File: config.mk
export PLATFORM = sky130hd
export DESIGN_NAME = ifeb_bank
export DESIGN_NICKNAME = d
export VERILOG_FILES = /design/src/inc/ifeb_pkg.sv /design/src/core/ifeb_apb_slave.sv /design/src/core/ifeb_bank.sv /design/src/core/ifeb_flag_reg.sv
export SDC_FILE = /design/constraint.sdc
export NUM_CORES = 1
export LEC_CHECK = 0
export ABC_AREA = 1
export BUFFER_PORTS_ARGS = -buffer_cell sky130_fd_sc_hd__buf_2
export CORE_MARGIN = 4
export CORE_UTILIZATION = 50
export DETAILED_ROUTE_END_ITERATION = 6
export PLACE_DENSITY = 0.95
export SLEW_MARGIN = 20
export SYNTH_ARGS = -nofsm -noshare
export SYNTH_HDL_FRONTEND = slang
export SYNTH_SLANG_ARGS = --single-unit
File: constraint.sdc
create_clock -name pclk -period 3.35 [get_ports pclk]
set_input_delay 0.67 -clock pclk [delete_from_list [all_inputs] [get_ports pclk]]
set_output_delay 0.67 -clock pclk [all_outputs]
set_load 0.01 [all_outputs]
File: src/inc/ifeb_pkg.sv
// package: register map, field positions and carriers for the flag bank
package ifeb_pkg;

    // byte addresses of the control, status and mask registers on the register bus
    localparam logic [11:0] IFEB_OFS_CTL0   = 12'h000;
    localparam logic [11:0] IFEB_OFS_CTL1   = 12'h004;
    localparam logic [11:0] IFEB_OFS_CTL2   = 12'h008;
    localparam logic [11:0] IFEB_OFS_CTL3   = 12'h00C;
    localparam logic [11:0] IFEB_OFS_CTM    = 12'h010;
    localparam logic [11:0] IFEB_OFS_STATUS = 12'h014;
    localparam logic [11:0] IFEB_OFS_MASK   = 12'h018;
    localparam int          IFEB_NREG       = 5;
    localparam int          IFEB_NSRC       = 20;

    // reset value of every control register
    localparam logic [7:0] IFEB_RST_CTL = 8'h00;

    // implemented bits of each control register
    localparam logic [7:0] IFEB_IMPL_CTL0 = 8'h7F;
    localparam logic [7:0] IFEB_IMPL_FULL = 8'hFF;
    localparam logic [7:0] IFEB_IMPL_CTM  = 8'h33;

    // field positions
    localparam int IFEB_BIT_GIE       = 0;
    localparam int IFEB_BIT_PIN0_EN   = 1;
    localparam int IFEB_BIT_PIN0_FLAG = 4;
    localparam int IFEB_FLAG_LSB      = 4;
    localparam int IFEB_EN_LSB        = 0;

    // aggregator status/mask bit positions
    localparam int IFEB_EVT_SERVICE = 0;
    localparam int IFEB_EVT_REQUEST = 1;
    localparam int IFEB_NEVT        = 2;

    // apb request carrier
    typedef struct packed {
        logic        sel;
        logic        enable;
        logic        write;
        logic [11:0] addr;
        logic [31:0] wdata;
    } ifeb_apb_req_t;

    // raw event pulses, one per source, grouped by register
    typedef struct packed {
        logic [1:0] compact_timer;
        logic [3:0] ctl3;
        logic [3:0] ctl2;
        logic [3:0] ctl1;
        logic [2:0] ctl0;
    } ifeb_events_t;

endpackage : ifeb_pkg

File: src/core/ifeb_apb_slave.sv
// file: apb slave front end with zero wait state answer
`timescale 1ns/1ps
module ifeb_apb_slave
    import ifeb_pkg::*;
(
    input  wire logic          pclk,
    input  wire logic          presetn,
    input  wire ifeb_apb_req_t req,
    input  wire logic [31:0]   rd_word,
    input  wire logic          rd_hit,
    output logic               pready,
    output logic               pslverr,
    output logic [31:0]        prdata,
    output logic               wr_stb,
    output logic               rd_stb
);

    // access phase strobes; answer is always in the first access cycle
    assign pready  = 1'b1;
    assign wr_stb  = req.sel & req.enable & req.write;
    assign rd_stb  = req.sel & req.enable & ~req.write;
    // unmapped reads and writes answer with an error
    assign pslverr = req.sel & req.enable & ~rd_hit;
    // read data is the combinational decode; it is valid in the access cycle
    assign prdata  = rd_stb ? rd_word : 32'h0000_0000;

endmodule : ifeb_apb_slave

File: src/core/ifeb_bank.sv
// file: interrupt flag and enable bank with apb access and service hook
//
// The APB slave port and the register offsets are this design's own decisions.
`timescale 1ns/1ps
module ifeb_bank
    import ifeb_pkg::*;
(
    input  wire logic          pclk,
    input  wire logic          presetn,
    input  wire logic          psel,
    input  wire logic          penable,
    input  wire logic          pwrite,
    input  wire logic [11:0]   paddr,
    input  wire logic [31:0]   pwdata,
    output logic               pready,
    output logic               pslverr,
    output logic [31:0]        prdata,
    input  wire ifeb_events_t  events,
    input  wire logic          irq_service,
    output logic [IFEB_NSRC-1:0] src_pending,
    output logic               core_irq_req,
    output logic               irq
);

    ifeb_apb_req_t         req;
    logic                  wr_stb;
    logic                  rd_hit;
    logic [31:0]           rd_word;
    logic [7:0]            ctl [IFEB_NREG];
    logic [7:0]            ctl_set [IFEB_NREG];
    logic [7:0]            ctl_clr [IFEB_NREG];
    logic [IFEB_NREG-1:0]  ctl_wr;
    logic [IFEB_NEVT-1:0]  evt_status;
    logic [IFEB_NEVT-1:0]  evt_mask;
    logic [IFEB_NEVT-1:0]  next_evt_status;
    logic [IFEB_NEVT-1:0]  next_evt_mask;
    logic                  req_d;
    logic                  next_req_d;
    logic                  svc_d;
    logic                  next_svc_d;

    // decode a byte address into a control register index
    function automatic int ctl_index(input logic [11:0] a);
        int i;
        i = -1;
        unique case (a)
            IFEB_OFS_CTL0: i = 0;
            IFEB_OFS_CTL1: i = 1;
            IFEB_OFS_CTL2: i = 2;
            IFEB_OFS_CTL3: i = 3;
            IFEB_OFS_CTM:  i = 4;
            default:       i = -1;
        endcase
        return i;
    endfunction : ctl_index

    // implemented bits of register k
    function automatic logic [7:0] impl_of(input int k);
        logic [7:0] m;
        m = IFEB_IMPL_FULL;
        if (k == 0)
            m = IFEB_IMPL_CTL0;
        else if (k == 4)
            m = IFEB_IMPL_CTM;
        return m;
    endfunction : impl_of

    assign req.sel    = psel;
    assign req.enable = penable;
    assign req.write  = pwrite;
    assign req.addr   = paddr;
    assign req.wdata  = pwdata;

    ifeb_apb_slave u_apb (
        .pclk    (pclk),
        .presetn (presetn),
        .req     (req),
        .rd_word (rd_word),
        .rd_hit  (rd_hit),
        .pready  (pready),
        .pslverr (pslverr),
        .prdata  (prdata),
        .wr_stb  (wr_stb),
        .rd_stb  ()
    );

    // hardware sets from raw event pulses; flag fields sit in upper nibble
    always_comb
    begin
        for (int k = 0; k < IFEB_NREG; k++)
        begin
            ctl_set[k] = 8'h00;
            ctl_clr[k] = 8'h00;
        end
        // pins 2..0 flags, bits 6..4; pin 0 enable lives at bit 1
        ctl_set[0][6:IFEB_BIT_PIN0_FLAG] = events.ctl0;
        // serial port bit 7, pins 5..3 bits 6..4
        ctl_set[1][7:IFEB_FLAG_LSB]      = events.ctl1;
        // converter bit 7, groups bits 6..4
        ctl_set[2][7:IFEB_FLAG_LSB]      = events.ctl2;
        // serial if, eeprom, time bases
        ctl_set[3][7:IFEB_FLAG_LSB]      = events.ctl3;
        // comparator A bit 5, comparator P bit 4
        ctl_set[4][5:IFEB_FLAG_LSB]      = events.compact_timer;
        // servicing drops the global enable to block nesting
        ctl_clr[0][IFEB_BIT_GIE]         = irq_service;
    end

    // one flag register per documented control register
    genvar g;
    generate
        for (g = 0; g < IFEB_NREG; g++)
        begin : g_ctl
            assign ctl_wr[g] = wr_stb && (ctl_index(paddr) == g);
            // rw bits, zero at reset, unimplemented masked
            ifeb_flag_reg #(
                .IMPL (impl_of(g))
            ) u_reg (
                .pclk     (pclk),
                .presetn  (presetn),
                .wr       (ctl_wr[g]),
                .wdata    (pwdata[7:0]),
                .set_bits (ctl_set[g]),
                .clr_bits (ctl_clr[g]),
                .value    (ctl[g])
            );
        end
    endgenerate

    // pending = flag and enable; flags latch regardless of enable
    always_comb
    begin
        src_pending[2:0]   = ctl[0][6:4] & ctl[0][3:1];
        src_pending[6:3]   = ctl[1][7:4] & ctl[1][3:0];
        src_pending[10:7]  = ctl[2][7:4] & ctl[2][3:0];
        src_pending[14:11] = ctl[3][7:4] & ctl[3][3:0];
        src_pending[16:15] = ctl[4][5:4] & ctl[4][1:0];
        src_pending[19:17] = 3'b000;
    end

    // global enable gates every request to the core
    assign core_irq_req = ctl[0][IFEB_BIT_GIE] & (|src_pending);

    // sticky summary events: set wins over write-one-to-clear
    always_comb
    begin
        next_req_d      = core_irq_req;
        next_svc_d      = irq_service;
        next_evt_status = evt_status;
        next_evt_mask   = evt_mask;
        if (wr_stb && paddr == IFEB_OFS_STATUS)
            next_evt_status = evt_status & ~pwdata[IFEB_NEVT-1:0];
        if (wr_stb && paddr == IFEB_OFS_MASK)
            next_evt_mask = pwdata[IFEB_NEVT-1:0];
        if (irq_service && !svc_d)
            next_evt_status[IFEB_EVT_SERVICE] = 1'b1;
        if (core_irq_req && !req_d)
            next_evt_status[IFEB_EVT_REQUEST] = 1'b1;
    end

    always_ff @(posedge pclk or negedge presetn)
    begin
        if (!presetn)
        begin
            evt_status <= '0;
            evt_mask   <= '0;
            req_d      <= 1'b0;
            svc_d      <= 1'b0;
        end
        else
        begin
            evt_status <= next_evt_status;
            evt_mask   <= next_evt_mask;
            req_d      <= next_req_d;
            svc_d      <= next_svc_d;
        end
    end

    assign irq = |(evt_status & evt_mask);

    // read mux; unmapped addresses flag an error through the slave
    always_comb
    begin
        rd_word = 32'h0000_0000;
        rd_hit  = 1'b1;
        if (ctl_index(paddr) >= 0)
            rd_word[7:0] = ctl[ctl_index(paddr)];
        else if (paddr == IFEB_OFS_STATUS)
            rd_word[IFEB_NEVT-1:0] = evt_status;
        else if (paddr == IFEB_OFS_MASK)
            rd_word[IFEB_NEVT-1:0] = evt_mask;
        else
            rd_hit = 1'b0;
    end

endmodule : ifeb_bank

File: src/core/ifeb_flag_reg.sv
// file: one eight bit flag and enable control register
`timescale 1ns/1ps
module ifeb_flag_reg
    import ifeb_pkg::*;
#(
    parameter logic [7:0] IMPL = IFEB_IMPL_FULL
)(
    input  wire logic       pclk,
    input  wire logic       presetn,
    input  wire logic       wr,
    input  wire logic [7:0] wdata,
    input  wire logic [7:0] set_bits,
    input  wire logic [7:0] clr_bits,
    output logic [7:0]      value
);

    logic [7:0] next_value;

    // software write first, then hardware clear, then hardware set wins
    always_comb
    begin
        next_value = value;
        if (wr)
            next_value = wdata;
        next_value = (next_value & ~clr_bits) | set_bits;
        next_value = next_value & IMPL;
    end

    // registers only; absent bits never hold a one
    always_ff @(posedge pclk or negedge presetn)
    begin
        if (!presetn)
            value <= IFEB_RST_CTL;
        else
            value <= next_value;
    end

endmodule : ifeb_flag_reg

# Word-level counts from Yosys, hierarchy flattened
# Index checks and enable logic that the tools add are counted.
# Widths: inputs -> output; s select.
[totals]
word_cells = 83
reg_bits = 41
input_bits = 67
[classes]
n_mux = 21
bitwise = 23
n_reduce_logical = 17
eq_ne = 10
order_cmp = 2
[ops]
columns = ["op", "n"]
rows = [
  ["$pmux 32 s5", 1],
  ["$eq 32x3->1 const B", 2],
  ["$mux 8", 6],
  ["$eq 12x5->1 const B", 3],
  ["$eq 32x2->1 const B", 1],
  ["$eq 32x4->1 const B", 1],
  ["$ge 32x1->1 const B", 1],
  ["$ge 32x4->1 const B", 1],
  ["$logic_not 32->1", 1],
  ["$mux 32", 1],
  ["$not 32->32", 1],
  ["$bmux 8 s3", 1],
  ["$eq 12x4->1 const B", 2],
  ["$or 8x8->8", 3],
  ["$reduce_or 17->1", 1],
  ["$and 4x4->4", 3],
  ["$eq 12x3->1 const B", 1],
  ["$logic_not 12->1", 1],
  ["$mux 6", 2],
  ["$logic_and 1x1->1", 9],
  ["$mux 2", 4],
  ["$and 7x7->7", 1],
  ["$mux 7", 1],
  ["$not 1->7", 1],
  ["11 further kinds", 24],
]

# Logic depth before layout (Yosys ltp)
[logic_depth]
ltp_word = 10
mapped_depth = 10
depth_no_buf = 9

# By module
# From an unflattened synthesis, not the netlist that was laid out.
[unflattened]
cells_unflattened = 626
area_unflattened_um2 = 3634.7
[by_module_without_submodules]
columns = ["module", "area_each_um2", "n_inst", "cells_each", "seq_area_each_um2"]
rows = [
  ["ifeb_flag_reg at g_ctl[1].u_reg ...", 478.0, 3, 74, 200.2],
  ["ifeb_bank", 1183.6, 1, 220, 150.1],
  ["ifeb_flag_reg at g_ctl[0].u_reg", 427.9, 1, 67, 175.2],
  ["ifeb_apb_slave", 326.6, 1, 75, 0.0],
  ["ifeb_flag_reg at g_ctl[4].u_reg", 262.8, 1, 42, 100.1],
]

# Worst setup path before layout
# Ideal clock, no wire load.
[synth_path]
kind = "input port to output port"
start = "in paddr[9]"
end = "out prdata[0]"
arrival_time_ns = 1.765
n_path_buf = 1
t_required_ns = 2.680
setup_slack_ns = 0.915
cell_stages = 10
cell_sequence = "nor2_1 nand2_1 inv_2 nand3_1 nand2_1 buf_4 nand2_1 nand2_1 nand3_1 a21oi_1"
[synth_via]
elab_chain_cells = 9
elab_cells_between_ends = 18
classes_between = "order compare: 1; eq/ne: 6; mux: 9; bitwise: 1; reduce/logical: 1"
[synth_lines]
columns = ["element", "line", "text"]
rows = [
  ["start, declared", "ifeb_bank.sv:13", "input wire logic [11:0] paddr,"],
  ["branches (longest 7 deep; another with $ge 32x1->1)", "--", ""],
  ["$mux 2 (*)", "ifeb_bank.sv:186", "if (ctl_index(paddr) >= 0)"],
  ["$mux 8 (*)", "ifeb_apb_slave.sv:25", "assign prdata = rd_stb ? rd_word : 32'h0000_0000;"],
  ["end, declared", "ifeb_bank.sv:17", "output logic [31:0] prdata,"],
]
# Mark *: on every way between the ends. The select of a mux whose other input is x is not followed.

# Worst setup path in the final report
# Ends and elaborated chain as after synthesis.

==> impl_metrics.py <==
metrics = {
    "floorplanning": {
        "fp-row-count": 25,
        "die_w_um": 79.1,
        "initial_core_util_pct": 52.5,
        "num_io_pins": 123,
        "dieArea_um2": 6260,
        "die_h_um": 79.1,
        "fp.coreArea_um2": 4820,
    },
    "worst_hold_path": {
        "min_path_cells": 1,
        "hp-class": "reg -> reg",
    },
    "sta": {
        "worst_pin_slew_ps": 891,
        "fmax_mhz": 342,
        "hold_viol_final": 0,
        "rsz0062_at_grt": "no",
        "finClkSkew_ps": 4.58,
        "final.setup.tns_ps": 0,
        "setup_viol": 0,
        "maxSlewViolCount": 0,
        "fin_crit_sh_pct": 87.3,
        "period_needed_ps": 2930,
        "slew_headroom_pct": 40.6,
    },
    "cts": {
        "cts_hold_buf": 0,
        "numClockSinks": 41,
        "cts_resized": 0,
        "ctsRootBufferMaster": "clkbuf_8",
        "cts_buffer_depth": 2,
        "clkLatencyLatePin_ps": 300,
        "cts_tree": "done",
        "cts_buffers": 5,
        "postCtsSetupBuffers": 0,
        "clk_pin_slew_worst_paths_ps": 70,
        "htreeDepth": 2,
    },
    "power_and_ir_drop": {
        "p_per_area_nw_per_um2": 304,
        "ir_worst_vdd_uv": 227,
        "leakagePower_nw": 1.70,
        "power_mw": 0.881,
    },
    "worst_setup_path": {
        "criticalPathCategory": "in -> out",
        "cp-start-kind": "input port",
        "cp_data_arrival_time_ps": 2260,
        "critPathMaxFanout": 11,
        "required_ps": 2680,
        "endpoint_kind": "output port",
        "rr_worst_depth": 6,
    },
    "yosys": {
        "synth_area_per_cell_um2": 7.40,
        "synth.distinct_cells": 29,
        "syn_inst": 342,
        "syn_area_um2": 2530,
        "yosysWarnings": 0,
        "ys_ff_latch": 41,
        "ys_seq_area_share_pct": 40.6,
    },
    "detailed_routing": {
        "vias": 2474,
        "drt_wl_total_um": 6540,
        "drtAntennaViolNets": 0,
        "via_per_inst": 5.14,
        "drc": 0,
        "drt_pass1_iterations": 5,
        "wire_per_inst_um": 13.6,
        "drt-initial-drc-count": 217,
    },
    "global_route": {
        "grt_max_degree": 42,
        "grt_pass1_vias": 2391,
        "grtUsageTotal_pct": 21.5,
        "grt-ovfl-total": 0,
        "antenna_found_initial": 0,
        "grt_pass1_wl_um": 10600,
    },
    "run_status": {
        "status": "completed",
    },
    "job": {
        "maxCapViolCount": 0,
    },
    "final_layout": {
        "multiInputGateArea_um2": 1130,
        "fin_util_pct": 60.1,
        "fin_area_um2": 2900,
        "nNetsFinal": 480,
        "drive_above_1_share_pct": 20.8,
        "areaGrowthSynthToFinish_pct": 14.5,
        "area.sequential_um2": 1030,
        "fillers": 438,
        "antenna_cells": 0,
    },
    "placement": {
        "placed_area_um2": 2820,
        "place_hpwl_um": 5150,
        "numPortBuffers": 70,
        "gp_congestion": 0.880,
    },
}
## state kept, by name, indices dropped and copies added (netlist names)
| signal | flops |
|---|---|
| evt_mask | 2 |
| evt_status | 2 |
| g_ctl.u_reg.value | 35 |
| req_d | 1 |
| svc_d | 1 |
## per-layer routing
layer | GRT usage (%) | vias to the layer above | wire, µm
met1 | 27.1 | 1126 | 2530
met4 | 9.62 | 0 | 159
met2 | 35.8 | 155 | 3130
met5 | 0 | - | 0
met3 | 4.20 | 17 | 715
li1 | - | 1176 | -
## cell usage in the layout (no fill, tap or decap), drive strengths merged
master and instances:
a21boi 1, o21ai 27, clkbuf 8, dfrtp 41, nand2 90, a21oi 16
and2 1, nor3 3, a22oi 2, conb 28, nand4 7, nand3 11
a31oi 2, a211o 9, a22o 1, inv 60, buf 70, nor2 30
nor4 2, nand3b 1, o211ai 4
## final timing paths
path	to	start	slack (ps)
max reg2reg	evt_status[1]	g_ctl[1].u_reg.value[5]	2030
min in group asynchronous	g_ctl[1].u_reg.value[4]	presetn	490
min reg2reg	evt_status[0]	svc_d	430
max	prdata[0]	paddr[9]	420
min	evt_status[0]	svc_d	430
max in group asynchronous	g_ctl[1].u_reg.value[3]	presetn	2290
## cells in the mapped netlist
cell type	count	share of area, %
o21ai_0	26	5.1
conb_1	2	0.30
nand3_1	11	2.2
nor2_1	28	4.2
a22o_1	1	0.35
nand3b_1	1	0.30
and2_1	1	0.25
a211o_1	9	3.1
a21boi_0	1	0.30
nor2_4	1	0.45
a22oi_1	2	0.59
nand4_1	7	1.7
o21ai_1	1	0.20
nand2_4	3	1.3
buf_2	1	0.20
buf_6	2	0.89
nor4_1	2	0.49
a31oi_1	2	0.49
nand2_1	83	12
inv_2	1	0.15
inv_1	59	8.8
o211ai_1	4	1.2
a21oi_1	16	3.2
dfrtp_1	41	41
nor3_1	2	0.40
nor2_8	1	0.79
nand2_2	4	0.99
nor3_4	1	0.64
buf_4	29	8.6
## power by group
group	total [mW]	leakage [nW]	internal, mW	switching [mW]
logic	0.0762	1.19	0.0232	0.0530
registers	0.496	0.466	0.496	0.000379
clock network	0.308	0.0395	0.148	0.160
## logic make-up after synthesis
group	synth area share [%]
flops	40.6
buf+inv	18.6
simple gates	26.0
other cells	0.297
compound gates	14.5
## area by class of cell
| class | instances | area share, % |
|---|---|---|
| timing repair buffer | 70 | 12.1 |
| tap | 67 | 2.89 |
| inverter | 60 | 7.78 |
| clock buffer | 8 | 2.76 |
| sequential | 41 | 35.4 |
| multi-input combinational | 235 | 39.0 |
## worst max-delay path: stages
cell     delay, ps
buf_2          100
nor2_1          90
nand2_1        140
inv_2          160
nand3_1        120
nand2_1        390
nand2_1        100
nand2_1         80
nand3_1         70
a21oi_1        170
buf_2          160
## stage by stage
stage / cells / hold slack [ps] / setup slack, ps
4_1_cts: 481 / 427 / 477
6_report: 481 / 425 / 424
3_3_place_gp: 473 / 404 / 513
3_5_place_dp: 473 / 417 / 487
2_1_floorplan: 368 / 374 / 915
5_1_grt: 481 / 435 / 298
(Power assumes the default switching activity.)
